[src/core/rcf_pkg.sv]
// Constants shared by the rate-of-change-of-frequency stage.
// Assumes a 200 MHz processing clock and frequency words in millihertz.
package rcf_pkg;

   // ------------------------------------------------------------
   // Timing
   // ------------------------------------------------------------
   localparam int CLK_PERIOD_NS = 5;
   localparam int MS_NS = 1000000;
   localparam int CYC_PER_MS = (MS_NS + CLK_PERIOD_NS - 1) / CLK_PERIOD_NS;
   localparam int QUAL_MS = 80;
   localparam int START_DLY_MS = 60;
   localparam int STABLE_MS = 80;

   // ------------------------------------------------------------
   // Setting scales, ranges and defaults
   // ------------------------------------------------------------
   localparam int SLOPE_STEP_MHZPS = 100;
   localparam int DLY_STEP_MS = 10;
   localparam logic [6:0] SLOPE_MIN = 7'h02;
   localparam logic [6:0] SLOPE_MAX = 7'h64;
   localparam logic [6:0] SLOPE_DEF = 7'h32;
   localparam logic [6:0] SLOPE_KNEE = 7'h07;
   localparam logic [9:0] DLY_MIN = 10'h00e;
   localparam logic [9:0] DLY_MAX = 10'h3e8;
   localparam logic [9:0] DLY_DEF = 10'h032;
   localparam logic [9:0] PCT_TRIP = 10'h064;
   localparam logic [9:0] PCT_MAX = 10'h3e7;

   // ------------------------------------------------------------
   // Setting word layout
   // ------------------------------------------------------------
   localparam int SLOPE_LSB = 0;
   localparam int SLOPE_W = 7;
   localparam int TSET_LSB = 8;
   localparam int MINIMUM_OPERATE_DELAY_LSB = 20;
   localparam int DLY_W = 10;
   localparam logic [31:0] SET_DEF = {2'h0, DLY_DEF, 2'h0, DLY_DEF, 1'h0, SLOPE_DEF};

   // ------------------------------------------------------------
   // Register byte addresses
   // ------------------------------------------------------------
   localparam logic [7:0] A_CTRL = 8'h00;
   localparam logic [7:0] A_CMD = 8'h04;
   localparam logic [7:0] A_STATUS = 8'h08;
   localparam logic [7:0] A_FREQ = 8'h0c;
   localparam logic [7:0] A_SLOPE = 8'h10;
   localparam logic [7:0] A_START_CNT = 8'h14;
   localparam logic [7:0] A_TRIP_CNT = 8'h18;
   localparam logic [7:0] A_FAULT = 8'h1c;
   localparam logic [7:0] A_ELAPSED = 8'h20;
   localparam logic [7:0] A_GROUP_BASE = 8'h40;

   // ------------------------------------------------------------
   // Control and command fields
   // ------------------------------------------------------------
   localparam int CTRL_GRP_LSB = 0;
   localparam int CTRL_SRC_BIT = 2;
   localparam int CTRL_EVT_LSB = 4;
   localparam logic [31:0] CTRL_RST = 32'h0000_00f0;
   localparam int CMD_CLR_START = 0;
   localparam int CMD_CLR_TRIP = 1;

   typedef enum logic [2:0] {ST_IDLE, ST_PICKED, ST_START, ST_TRIP} rcf_state_e;

endpackage : rcf_pkg

[src/core/rcf_set_if.sv]
// Setting-group memory port bundle.
// Assumes one clock shared by both ends.
`timescale 1ns/10ps
`default_nettype none
interface rcf_set_if #(parameter int GROUPS = 4);
   logic wr_en;
   logic [$clog2(GROUPS)-1:0] wr_idx;
   logic [31:0] wr_data;
   logic [$clog2(GROUPS)-1:0] act_idx;
   logic [31:0] act_data;
   logic [$clog2(GROUPS)-1:0] rd_idx;
   logic [31:0] rd_data;

   modport mem (input wr_en, wr_idx, wr_data, act_idx, rd_idx, output act_data, rd_data);
   modport ctl (output wr_en, wr_idx, wr_data, act_idx, rd_idx, input act_data, rd_data);
endinterface : rcf_set_if
`default_nettype wire

[src/core/rcf_set_mem.sv]
// Setting-group storage with two registered read ports.
// Assumes writes are already range-checked by the owner.
`timescale 1ns/10ps
`default_nettype none
module rcf_set_mem
   import rcf_pkg::*;
#(
   parameter int GROUPS = 4
)
(
   // Clock and reset
   input wire logic ref_clk,
   input wire logic rst,
   // Access port
   rcf_set_if.mem port
);

   logic [31:0] mem_r [GROUPS];

   // ------------------------------------------------------------
   // Storage
   // ------------------------------------------------------------
   // Every group starts from the default settings
   always_ff @(posedge ref_clk)
   begin
      if (rst)
      begin
         for (int i = 0; i < GROUPS; i++)
         begin
            mem_r[i] <= SET_DEF;
         end
      end
      else if (port.wr_en)
      begin
         mem_r[port.wr_idx] <= port.wr_data;
      end
   end

   // Registered read ports
   always_ff @(posedge ref_clk)
   begin
      if (rst)
      begin
         port.act_data <= SET_DEF;
         port.rd_data <= 32'h0;
      end
      else
      begin
         port.act_data <= mem_r[port.act_idx];
         port.rd_data <= mem_r[port.rd_idx];
      end
   end

endmodule : rcf_set_mem
`default_nettype wire

[src/core/rcf_stage.sv]
// Rate-of-change-of-frequency protection stage.
// Assumes frequency samples in mHz arrive from same-clock logic at a fixed
// rate, and group-select pins come from outside the clock domain.
//
// The implementer's own choices: the plain strobed port and the placing of the registers.
`timescale 1ns/10ps
`default_nettype none

// Summary of operation
// - Compare absolute slope, sign ignored.
// - Pick up after slope above 80 ms.
// - Start output 60 ms after pick-up.
// - Trip at delay if average slope above.
// - Equal delays give definite-time operation.
// - No release on fluctuation; average from pick-up.
// - Release when stable 80 ms, delay elapsed.
// - Smaller minimum delay gives inverse-time operation.
// - Inverse time = setting times delay / slope.
// - Never trip before minimum delay.
// - Low slope settings get extra time floor.
// - Slope setting 0.2 to 10.0, default 5.0.
// - Delays from 0.14 s, default 0.50 s.
// - Four event enables, default enabled.
// - Present frequency and slope readable.
// - Cumulative start and trip counters.
// - Record maximum slope per fault.
// - Record elapsed delay percent, trip 100.
// - Four setting groups, pin or manual select.
// - Counters clearable on command.
module rcf_stage
   import rcf_pkg::*;
#(
   parameter int CYC_PER_MS_P = CYC_PER_MS,
   parameter int SAMPLES_PER_S = 100,
   parameter int LOW_SET_FLOOR_MS = 200,
   parameter int GROUPS = 4
)
(
   // Clock and reset
   input wire logic ref_clk,
   input wire logic rst,
   // Frequency measurement
   input wire logic freq_valid,
   input wire logic [23:0] freq_mhz,
   // Setting group select pins
   input wire logic [$clog2(GROUPS)-1:0] group_pins,
   // Register port
   input wire logic [7:0] reg_addr,
   input wire logic [31:0] reg_wdata,
   input wire logic reg_wr,
   input wire logic reg_rd,
   output logic [31:0] reg_rdata,
   // Protection outputs
   output logic start_out,
   output logic trip_out,
   output logic start_on_evt,
   output logic start_off_evt,
   output logic trip_on_evt,
   output logic trip_off_evt
);

   localparam int GW = $clog2(GROUPS);

   rcf_set_if #(.GROUPS(GROUPS)) set_bus ();

   rcf_set_mem #(.GROUPS(GROUPS)) u_mem
   (
      .ref_clk(ref_clk),
      .rst(rst),
      .port(set_bus.mem)
   );

   // ------------------------------------------------------------
   // Declarations
   // ------------------------------------------------------------
   rcf_state_e state_r;
   logic [31:0] ctrl_r;
   logic [31:0] rdata_r;
   logic rd_grp_r;
   logic [17:0] div_r;
   logic tick;
   logic [GW-1:0] pins_s1_r;
   logic [GW-1:0] pins_s2_r;
   logic [23:0] freq_prev_r;
   logic have_prev_r;
   logic [31:0] slope_r;
   logic sample_stb_r;
   logic [31:0] abs_slope;
   logic [31:0] set_mhzps;
   logic [13:0] tset_ms;
   logic [13:0] minimum_operate_delay_ms;
   logic [13:0] floor_ms;
   logic above;
   logic [6:0] qual_ms_r;
   logic [6:0] stable_ms_r;
   logic [13:0] since_ms_r;
   logic [47:0] sum_r;
   logic [15:0] cnt_r;
   logic avg_above;
   logic inv_due;
   logic trip_cond;
   logic pick_now;
   logic start_now;
   logic release_now;
   logic [31:0] fault_max_r;
   logic [9:0] pct_r;
   logic [13:0] pct_acc_r;
   logic [31:0] start_cnt_r;
   logic [31:0] trip_cnt_r;
   logic grp_hit;
   logic [GW-1:0] grp_idx;

   // ------------------------------------------------------------
   // Millisecond tick divider
   // ------------------------------------------------------------
   // One-cycle enable once per millisecond
   always_ff @(posedge ref_clk)
   begin
      if (rst || tick)
      begin
         div_r <= 18'h0;
      end
      else
      begin
         div_r <= div_r + 18'h1;
      end
   end

   assign tick = (div_r == 18'(CYC_PER_MS_P - 1));

   // ------------------------------------------------------------
   // Group selection
   // ------------------------------------------------------------
   // Two-flop synchroniser for the select pins
   always_ff @(posedge ref_clk)
   begin
      if (rst)
      begin
         pins_s1_r <= '0;
         pins_s2_r <= '0;
      end
      else
      begin
         pins_s1_r <= group_pins;
         pins_s2_r <= pins_s1_r;
      end
   end

   // Pins or manual choice pick the live group
   assign set_bus.act_idx = ctrl_r[CTRL_SRC_BIT] ? pins_s2_r : ctrl_r[CTRL_GRP_LSB +: GW];

   // Active settings scaled to mHz/s and ms
   assign set_mhzps = 32'(set_bus.act_data[SLOPE_LSB +: SLOPE_W]) * 32'(SLOPE_STEP_MHZPS);
   assign tset_ms = 14'(32'(set_bus.act_data[TSET_LSB +: DLY_W]) * 32'(DLY_STEP_MS));
   assign minimum_operate_delay_ms = 14'(32'(set_bus.act_data[MINIMUM_OPERATE_DELAY_LSB +: DLY_W]) * 32'(DLY_STEP_MS));
   // Sensitive settings get a slower fastest time
   assign floor_ms = (set_bus.act_data[SLOPE_LSB +: SLOPE_W] < SLOPE_KNEE) ? 14'(LOW_SET_FLOOR_MS) : 14'h0;

   // ------------------------------------------------------------
   // Slope measurement
   // ------------------------------------------------------------
   // Difference of successive samples scaled by the fixed rate
   always_ff @(posedge ref_clk)
   begin
      if (rst)
      begin
         freq_prev_r <= 24'h0;
         have_prev_r <= 1'b0;
         slope_r <= 32'h0;
         sample_stb_r <= 1'b0;
      end
      else
      begin
         sample_stb_r <= freq_valid && have_prev_r;
         if (freq_valid)
         begin
            freq_prev_r <= freq_mhz;
            have_prev_r <= 1'b1;
            if (have_prev_r)
            begin
               slope_r <= 32'(($signed({8'h0, freq_mhz}) - $signed({8'h0, freq_prev_r})) * SAMPLES_PER_S);
            end
         end
      end
   end

   // Sign dropped before comparison
   assign abs_slope = slope_r[31] ? (32'h0 - slope_r) : slope_r;
   assign above = abs_slope > set_mhzps;

   // ------------------------------------------------------------
   // Qualification and stability timers
   // ------------------------------------------------------------
   // Continuous-above timer while idle
   always_ff @(posedge ref_clk)
   begin
      if (rst || !above || state_r != ST_IDLE)
      begin
         qual_ms_r <= 7'h0;
      end
      else if (tick && qual_ms_r < 7'(QUAL_MS))
      begin
         qual_ms_r <= qual_ms_r + 7'h1;
      end
   end

   // Continuous-stable timer while picked up
   always_ff @(posedge ref_clk)
   begin
      if (rst || above || state_r == ST_IDLE)
      begin
         stable_ms_r <= 7'h0;
      end
      else if (tick && stable_ms_r < 7'(STABLE_MS))
      begin
         stable_ms_r <= stable_ms_r + 7'h1;
      end
   end

   // Time since pick-up
   always_ff @(posedge ref_clk)
   begin
      if (rst || state_r == ST_IDLE)
      begin
         since_ms_r <= 14'h0;
      end
      else if (tick && since_ms_r != 14'h3fff)
      begin
         since_ms_r <= since_ms_r + 14'h1;
      end
   end

   // ------------------------------------------------------------
   // Average slope since pick-up
   // ------------------------------------------------------------
   // Sum and count kept from the first pick-up instant
   always_ff @(posedge ref_clk)
   begin
      if (rst || state_r == ST_IDLE)
      begin
         sum_r <= 48'h0;
         cnt_r <= 16'h0;
      end
      else if (sample_stb_r && state_r != ST_TRIP && cnt_r != 16'hffff)
      begin
         sum_r <= sum_r + 48'(abs_slope);
         cnt_r <= cnt_r + 16'h1;
      end
   end

   // Average above setting, compared without division
   assign avg_above = (cnt_r != 16'h0) && (sum_r > 48'(64'(set_mhzps) * 64'(cnt_r)));
   // Elapsed time reached setting * delay / average
   assign inv_due = 64'(since_ms_r) * 64'(sum_r) >= 64'(set_mhzps) * 64'(tset_ms) * 64'(cnt_r);
   // Later of minimum delay, floor and inverse time
   // Equal delays make this a plain check at the operate delay
   assign trip_cond = avg_above && inv_due && (since_ms_r >= minimum_operate_delay_ms) && (since_ms_r >= floor_ms);

   assign pick_now = (state_r == ST_IDLE) && above && (qual_ms_r >= 7'(QUAL_MS));
   assign start_now = (state_r == ST_PICKED) && (since_ms_r >= 14'(START_DLY_MS));
   // Release needs stability and an expired delay without trip
   assign release_now = (stable_ms_r >= 7'(STABLE_MS))
      && ((state_r == ST_TRIP) || (state_r == ST_START && since_ms_r >= tset_ms && !trip_cond));

   // ------------------------------------------------------------
   // Stage state machine
   // ------------------------------------------------------------
   always_ff @(posedge ref_clk)
   begin
      if (rst)
      begin
         state_r <= ST_IDLE;
      end
      else
      begin
         case (state_r)
            ST_IDLE:
            begin
               if (pick_now)
               begin
                  state_r <= ST_PICKED;
               end
            end
            ST_PICKED:
            begin
               if (start_now)
               begin
                  state_r <= ST_START;
               end
            end
            ST_START:
            begin
               if (trip_cond)
               begin
                  state_r <= ST_TRIP;
               end
               else if (release_now)
               begin
                  state_r <= ST_IDLE;
               end
            end
            ST_TRIP:
            begin
               if (release_now)
               begin
                  state_r <= ST_IDLE;
               end
            end
            default:
            begin
               state_r <= ST_IDLE;
            end
         endcase
      end
   end

   assign start_out = (state_r == ST_START) || (state_r == ST_TRIP);
   assign trip_out = (state_r == ST_TRIP);

   // ------------------------------------------------------------
   // Events
   // ------------------------------------------------------------
   // Gated one-cycle event pulses
   always_ff @(posedge ref_clk)
   begin
      if (rst)
      begin
         start_on_evt <= 1'b0;
         start_off_evt <= 1'b0;
         trip_on_evt <= 1'b0;
         trip_off_evt <= 1'b0;
      end
      else
      begin
         start_on_evt <= start_now && ctrl_r[CTRL_EVT_LSB];
         start_off_evt <= release_now && ctrl_r[CTRL_EVT_LSB + 1];
         trip_on_evt <= (state_r == ST_START) && trip_cond && ctrl_r[CTRL_EVT_LSB + 2];
         trip_off_evt <= (state_r == ST_TRIP) && release_now && ctrl_r[CTRL_EVT_LSB + 3];
      end
   end

   // ------------------------------------------------------------
   // Counters and fault records
   // ------------------------------------------------------------
   // Start and trip counts; a count with a clear in the same cycle gives 1
   always_ff @(posedge ref_clk)
   begin
      if (rst)
      begin
         start_cnt_r <= 32'h0;
         trip_cnt_r <= 32'h0;
      end
      else
      begin
         if (start_now)
         begin
            start_cnt_r <= (reg_wr && reg_addr == A_CMD && reg_wdata[CMD_CLR_START]) ? 32'h1 : start_cnt_r + 32'h1;
         end
         else if (reg_wr && reg_addr == A_CMD && reg_wdata[CMD_CLR_START])
         begin
            start_cnt_r <= 32'h0;
         end
         if (state_r == ST_START && trip_cond)
         begin
            trip_cnt_r <= (reg_wr && reg_addr == A_CMD && reg_wdata[CMD_CLR_TRIP]) ? 32'h1 : trip_cnt_r + 32'h1;
         end
         else if (reg_wr && reg_addr == A_CMD && reg_wdata[CMD_CLR_TRIP])
         begin
            trip_cnt_r <= 32'h0;
         end
      end
   end

   // Peak slope of the present or last fault
   always_ff @(posedge ref_clk)
   begin
      if (rst || pick_now)
      begin
         fault_max_r <= rst ? 32'h0 : abs_slope;
      end
      else if (state_r != ST_IDLE && abs_slope > fault_max_r)
      begin
         fault_max_r <= abs_slope;
      end
   end

   // Elapsed percent of operate delay, 100 on trip
   always_ff @(posedge ref_clk)
   begin
      if (rst || pick_now)
      begin
         pct_r <= 10'h0;
         pct_acc_r <= 14'h0;
      end
      else if (state_r == ST_START && trip_cond)
      begin
         pct_r <= PCT_TRIP;
      end
      else if (tick && (state_r == ST_PICKED || state_r == ST_START))
      begin
         if (pct_acc_r + 14'd100 >= tset_ms)
         begin
            pct_acc_r <= pct_acc_r + 14'd100 - tset_ms;
            pct_r <= (pct_r < PCT_MAX) ? pct_r + 10'h1 : pct_r;
         end
         else
         begin
            pct_acc_r <= pct_acc_r + 14'd100;
         end
      end
   end

   // ------------------------------------------------------------
   // Register port
   // ------------------------------------------------------------
   assign grp_hit = (reg_addr >= A_GROUP_BASE) && (reg_addr < A_GROUP_BASE + 8'(4 * GROUPS));
   assign grp_idx = GW'((reg_addr - A_GROUP_BASE) >> 2);

   // Setting writes clamped into their ranges
   function automatic logic [31:0] clamp_set(input logic [31:0] w);
      logic [6:0] s;
      logic [9:0] t;
      logic [9:0] m;
      s = w[SLOPE_LSB +: SLOPE_W];
      t = w[TSET_LSB +: DLY_W];
      m = w[MINIMUM_OPERATE_DELAY_LSB +: DLY_W];
      s = (s < SLOPE_MIN) ? SLOPE_MIN : ((s > SLOPE_MAX) ? SLOPE_MAX : s);
      t = (t < DLY_MIN) ? DLY_MIN : ((t > DLY_MAX) ? DLY_MAX : t);
      m = (m < DLY_MIN) ? DLY_MIN : ((m > t) ? t : m);
      return {2'h0, m, 2'h0, t, 1'h0, s};
   endfunction : clamp_set

   assign set_bus.wr_en = reg_wr && grp_hit;
   assign set_bus.wr_idx = grp_idx;
   assign set_bus.wr_data = clamp_set(reg_wdata);
   assign set_bus.rd_idx = grp_idx;

   // Control register write
   always_ff @(posedge ref_clk)
   begin
      if (rst)
      begin
         ctrl_r <= CTRL_RST;
      end
      else if (reg_wr && reg_addr == A_CTRL)
      begin
         ctrl_r <= reg_wdata & 32'h0000_00f7;
      end
   end

   // Read data one cycle after the strobe
   always_ff @(posedge ref_clk)
   begin
      if (rst)
      begin
         rdata_r <= 32'h0;
         rd_grp_r <= 1'b0;
      end
      else
      begin
         rd_grp_r <= reg_rd && grp_hit;
         if (!reg_rd)
         begin
            rdata_r <= 32'h0;
         end
         else if (reg_addr == A_CTRL)
         begin
            rdata_r <= ctrl_r;
         end
         else if (reg_addr == A_STATUS)
         begin
            rdata_r <= {26'h0, 2'(set_bus.act_idx), 1'b0, trip_out, start_out, state_r != ST_IDLE};
         end
         else if (reg_addr == A_FREQ)
         begin
            rdata_r <= {8'h0, freq_prev_r};
         end
         else if (reg_addr == A_SLOPE)
         begin
            rdata_r <= slope_r;
         end
         else if (reg_addr == A_START_CNT)
         begin
            rdata_r <= start_cnt_r;
         end
         else if (reg_addr == A_TRIP_CNT)
         begin
            rdata_r <= trip_cnt_r;
         end
         else if (reg_addr == A_FAULT)
         begin
            rdata_r <= fault_max_r;
         end
         else if (reg_addr == A_ELAPSED)
         begin
            rdata_r <= {22'h0, pct_r};
         end
         else
         begin
            rdata_r <= 32'h0;
         end
      end
   end

   assign reg_rdata = rd_grp_r ? set_bus.rd_data : rdata_r;

endmodule : rcf_stage
`default_nettype wire

[config.mk]
export PLATFORM = sky130hd
export DESIGN_NAME = rcf_stage
export DESIGN_NICKNAME = d
export VERILOG_FILES = /design/src/core/rcf_pkg.sv /design/src/core/rcf_set_if.sv /design/src/core/rcf_set_mem.sv /design/src/core/rcf_stage.sv
export SDC_FILE = /design/constraint.sdc
export NUM_CORES = 2
export LEC_CHECK = 0
export ABC_AREA = 1
export BUFFER_PORTS_ARGS = -buffer_cell sky130_fd_sc_hd__buf_2
export CAP_MARGIN = 10
export CORE_MARGIN = 2
export CORE_UTILIZATION = 65
export CTS_BUF_LIST = sky130_fd_sc_hd__clkbuf_4
export CTS_CLUSTER_SIZE = 24
export DETAILED_ROUTE_END_ITERATION = 12
export GPL_ROUTABILITY_DRIVEN = 0
export PLACE_DENSITY = 0.88
export REMOVE_ABC_BUFFERS = 1
export SYNTH_ARGS = -nofsm -noshare
export SYNTH_HDL_FRONTEND = slang
export SYNTH_HIERARCHICAL = 1
export SYNTH_SLANG_ARGS = --single-unit
[constraint.sdc]
create_clock -name ref_clk -period 17.3 [get_ports ref_clk]
set_input_delay 1.73 -clock ref_clk [delete_from_list [all_inputs] [get_ports ref_clk]]
set_output_delay 1.73 -clock ref_clk [all_outputs]
set_load 0.01 [all_outputs]
# [Word level (Yosys, flattened, before mapping)]
# Memories as Yosys holds them, arrays and structs flattened. A register that Yosys moved wholly into a read port is not among the register bits.
# Index checks and enable logic that the tools add are counted.
[word_totals] memories=1 latch_bits=0 reg_bits=369 mem_bits_rw=108 romBits=0 elab_cells=202 inputBits=71
[mem_list] memory="u_mem.mem_r" words=4 width=27 rd=2 rd_clocked_by_memory_dff=2 write_ports=4 line_no="rcf_set_mem.sv:18" rtl="logic [31:0] mem_r [GROUPS];"
[classes] n_reduce_logical=63 n_eq_ne=17 muxes=45 magnitude_cmp=23 n_mul=8 addsub=14 shifts=0 div_mod_pow=0 bitwise_logic=2
[ops] op="two-way mux 32 bit" n=15
[ops] op="adder 32 x 1 -> 32 bit, second input constant" n=2
[ops] op="greater-or-equal comparator 62 x 44 -> 1 bit" n=1
[ops] op="multiplier 14 x 48 -> 62 bit" n=1
[ops] op="two-way mux 10 bit" n=5
[ops] op="adder 48 x 32 -> 48 bit" n=1
[ops] op="> comparator 48 x 30 -> 1 bit" n=1
[ops] op="greater-or-equal comparator 14 bit" n=3
[ops] op="two-way mux 7 bit" n=6
[ops] op="multiplier 25 x 16 -> 41 bit" n=1
[ops] op="== test 8 x 5 -> 1 bit, second input constant" n=4
[ops] op="> comparator 32 x 14 -> 1 bit" n=1
[ops] op="> comparator 32 bit" n=1
[ops] op="subtractor 1 x 32 -> 32 bit, first input constant" n=1
[ops] op="logical AND 1 bit" n=31
[ops] op="multiplier 25 x 6 -> 30 bit, second input constant" n=1
[ops] op="multiplier 12 x 16 -> 28 bit" n=1
[ops] op="two-way mux 27 bit" n=1
[ops] op="OR reduction 27 bit" n=1
[ops] op="multiplier 10 x 3 -> 13 bit, second input constant" n=2
[ops] op="multiplier 12 x 13 -> 25 bit" n=1
[ops] op="subtractor 24 x 24 -> 25 bit" n=1
[ops] op="two-way mux 24 bit" n=1
[ops] op="two-way mux 8 bit" n=3
[ops] op="other kinds (50)" n=86

# [Logic depth before layout (Yosys ltp)]
[depth] depth_word=14 ltp_mapped=82 ltp_nobuf=80

# [By module]
# The synthesis kept the hierarchy.
[by_module_without_submodules] module="rcf_stage" n_inst=1 area_each_um2=71975.3 cells_per_inst=9788 seq_area_each_um2=6946.7
[by_module_without_submodules] module="rcf_set_mem" n_inst=1 area_each_um2=8682.1 cells_per_inst=1042 seq_area_each_um2=5124.9

# [Worst setup path after synthesis]
# OpenSTA, ideal clock, no wires.
[synth_timing] path_type="flip-flop to flip-flop" start="register u_mem.port.act_data[2], read port of u_mem.mem_r" end="register trip_cnt_r[3]" path_slack_ns=2.862 synth_period_minus_slack_ns=14.438 required_ns=17.187 path_stages_with_launch=78 t_arrival_ns=14.325 cell_sequence="dfxtp_1 -> ha_1 -> ha_1 -> fa_1 -> ha_1 -> a21oi_1 -> inv_1 -> a31oi_1 -> or2_2 -> nand2_1 -> a21oi_1 -> or2_2 -> nand2_1 -> a21oi_1 -> inv_1 -> or2_2 -> nand2_1 -> clkbuf_1 -> [42 not listed] -> xnor2_1 -> ha_1 -> nand4_1 -> inv_1 -> nand2_1 -> nor3_1 -> nand3_1 -> nor3_1 -> nand4_1 -> nor2_1 -> nand3_1 -> nand3_2 -> nand2_1 -> nor2_4 -> buf_6 -> nand2_1 -> o21ai_1 -> nor2_1"
[synth_via] elab_chain_cells=9 word_cells_on_any_way=16
[synth_rtl] item="start: declaration" line_no="rcf_set_if.sv:14" rtl="modport mem (input wr_en, wr_idx, wr_data, act_idx, rd_idx, output act_data, rd_data);"
[synth_rtl] item="multiplier 7 x 5 -> 12 bit" line_no="rcf_stage.sv:153" rtl="assign set_mhzps = 32'(set_bus.act_data[SLOPE_LSB +: SLOPE_W]) * 32'(SLOPE_STEP_MHZPS);"
[synth_rtl] item="multiplier 12 x 13 -> 25 bit / multiplier 12 x 16 -> 28 bit (equally long branches)" line_no="rcf_stage.sv:254, rcf_stage.sv:252"
[synth_rtl] item="multiplier 25 x 16 -> 41 bit / > comparator 48 x 30 -> 1 bit (equally long branches)" line_no="rcf_stage.sv:254, rcf_stage.sv:252"
[synth_rtl] item="greater-or-equal comparator 62 x 44 -> 1 bit / logical AND 1 bit (equally long branches)" line_no="rcf_stage.sv:254, rcf_stage.sv:252"
[synth_rtl] item="logical AND 1 bit (2 in a row)" line_no="rcf_stage.sv:257" rtl="assign trip_cond = avg_above && inv_due && (since_ms_r >= minimum_operate_delay_ms) && (since_ms_r >= floor_ms ..."
[synth_rtl] item="logical AND 1 bit *" line_no="rcf_stage.sv:257"
[synth_rtl] item="logical AND 1 bit *" line_no="rcf_stage.sv:363" rtl="if (state_r == ST_START && trip_cond)"
[synth_rtl] item="two-way mux 32 bit / nonzero test 2 bit (equally long branches)"
[synth_rtl] item="end signal: assignment" line_no="rcf_stage.sv:365" rtl="trip_cnt_r <= (reg_wr && reg_addr == A_CMD && reg_wdata[CMD_CLR_TRIP]) ? 32'h1 : trip_cnt_r + 32'h1;"
[synth_rtl] item="end: declaration" line_no="rcf_stage.sv:109" rtl="logic [31:0] trip_cnt_r;"
# Every way passes the cells marked *; elsewhere a longest branch is shown, timed or not.
# A chain may end at the register's enable or synchronous reset.

# [Final worst setup path]
[layout_timing] start="register u_mem.port.act_data[3], read port of u_mem.mem_r" end="register trip_cnt_r[16]"
# Same word-level chain as after synthesis.

==> run metrics <==
outcome=finished, violations left; violated checks=DRC; Net Sw Frac=62.3%; 1st-iter DRT viols=8326; share of the clock period used by the worst path=93.8%; clock network fraction of total power=10.0%; worst-path maximum fanout=15; kind of critical path=reg2reg; Final Routed Wirelength=237000 microns; H-tree depth=4; PwrDens=125 nW/um^2; number of nets in the layout=12700; Slowest Stage Delay on Critical Path=550 ps; Pleak=44.6 nW; antenna-violating nets left=0; CP endpoint kind=register; hpwl dp=183000 microns; Total Routing Usage GR=38.1%; Final Max Slew Viols=0; Inserted Clock Buffers=131; register area=12000 sq um; Worst setup SP type=register; root buffer cell=clkbuf_4; DIE HEIGHT=356 microns; Max-Cap Viols=0; Max Clk Rate=61.6 MHz; area of the multi-input gates=57800 sq um; Required @ worst endpoint=18230 ps; DRC violation count after routing=2; pre-CTS WS=442 ps; count of final hold-check violations=0; Combinational Power Share=76.9%; Initial Utilization=65.3%; core area=123000 sq um; cell area after synthesis=80400 sq um; Internal=3.97 mW; CP Data Arrival Time=17160 ps; clock skew=115 ps; # placed instances=12200; via count=74000; Max-slew headroom=12.2%; critical path's slowest cell=fa_1; Layout fillers=9356; Worst VDD drop=0.763 mV; vias in the first global route=77200; Pre-antenna DRT Iters=12; synthesized area per cell=7.45 sq um; WL/cell=19.0 microns; actual slew at the worst max-slew pin=1310 ps; GRT Residual Overflow=0; IO Port Bufs=104; I/O pin cnt=109; hold_ws=451 ps; final setup margin=1070 ps; Syn Inst Count=10800; die width=356 microns; row cnt=129; clk_lat worst skew=1050 ps; DIE AREA=127000 sq um; post-layout instance area=83900 sq um; antenna violations before repair=6; Clock Pin Slew Worst Setup and Hold Paths=70 ps; power share of the sequential group=13.1%; synth-to-layout area growth=4.40%; NetSw=6.55 mW; critical path's most frequent cell=fa_1; Hold Crit Class=reg2reg; clk sinks=519; placed cell areas=82200 sq um; CTS tree=built; share of layout cells above drive strength 1=5.67%; Yosys warnings=6; largest net degree at the start of global routing=69; Tmin final=16230 ps; via/cell ratio=5.93; Final setup viols=0; first-pass GRT wire length=385000 microns; Hold Buf Count CTS=0; non-filler cells, final=12500; Clock Path Buffers=3
worst max-delay path: cells and delay by family, from the launching register on:
family,cells,cell delay (ps)
buffers and inverters,11,1060
AO/OA/AOI/OAI,16,2710
flip-flops,1,390
adder cells (fa/ha/maj),18,7810
XOR/XNOR,1,190
AND/OR/NAND/NOR,29,4010
final cells by class:
class,instances,share of cell area [%]
antenna,8,0.0238
clock buffer,179,1.60
clock inverter,45,0.297
inverter,2407,10.8
multi-input combinational,7468,68.9
sequential,519,14.3
tap,1637,2.44
timing repair buffer,220,1.68
metrics by stage:
step	TNS [ps]	util, %	power [mW]
floorplan	0	-	6.46
global placement	0	66.7	8.80
detailed placement	0	66.7	9.06
CTS	0	68.0	10.1
global route	-167	68.2	11.2
finish	0	68.2	10.5
power groups by stage:
stage | logic (mW) | clock network, mW | registers [mW]
after floorplan | 5.09 | 0 | 1.38
after global placement | 7.40 | 0 | 1.40
after detailed placement | 7.66 | 0 | 1.40
after CTS | 7.71 | 1.05 | 1.37
after global routing | 8.74 | 1.12 | 1.38
final | 8.09 | 1.05 | 1.38
placed cells by master, fill, tap and decap left out, types with 48 or more instances in the layout:
cell and count:
nor3_1 119, clkbuf_4 179, nor2_1 761, buf_4 116, edfxtp_1 158, a31oi_1 48, nand2_1 2638, nand4_1 77
ha_1 732, fa_1 1125, dfxtp_1 347, buf_2 103, xor2_1 153, o21ai_0 292, xnor2_1 84, a21oi_1 622
inv_1 2364, nand3_1 348
state kept, by name (all words and copies together), names as in the netlist, 2 cells and up:
| signal | count |
|---|---|
| cnt_r | 16 |
| ctrl_r | 7 |
| div_r | 18 |
| fault_max_r | 30 |
| freq_prev_r | 24 |
| pct_acc_r | 13 |
| pct_r | 10 |
| pins_s1_r | 2 |
| pins_s2_r | 2 |
| qual_ms_r | 7 |
| rdata_r | 32 |
| since_ms_r | 14 |
| slope_r | 30 |
| stable_ms_r | 7 |
| start_cnt_r | 32 |
| state_r | 3 |
| sum_r | 46 |
| trip_cnt_r | 32 |
| u_mem/mem_r | 128 |
| u_mem/port.act_data | 27 |
| u_mem/port.rd_data | 32 |
path summary, 6_finish.rpt:
path,slack (ps),cells after the start,startpoint,endpoint
worst max-delay path,1070,75,u_mem/port.act_data[3],trip_cnt_r[16]
worst min-delay path,450,1,div_r[0],div_r[0]
worst max register to register,1070,75,u_mem/port.act_data[3],trip_cnt_r[16]
worst min register to register,450,1,div_r[0],div_r[0]
repair_timing:
action / CTS / global route
endpoints found under the setup margin: 0 / 59
setup buffers: 0 / 12
gates resized for setup: 0 / 5
per-layer routing:
metal / part of all wire, % / GRT usage (%)
met1: 34 / 44.0
met2: 45 / 61.3
met3: 12 / 9.57
met4: 9.0 / 28.9
met5: 0.011 / 0
No activity file was read; power rests on OpenSTA's default activity.
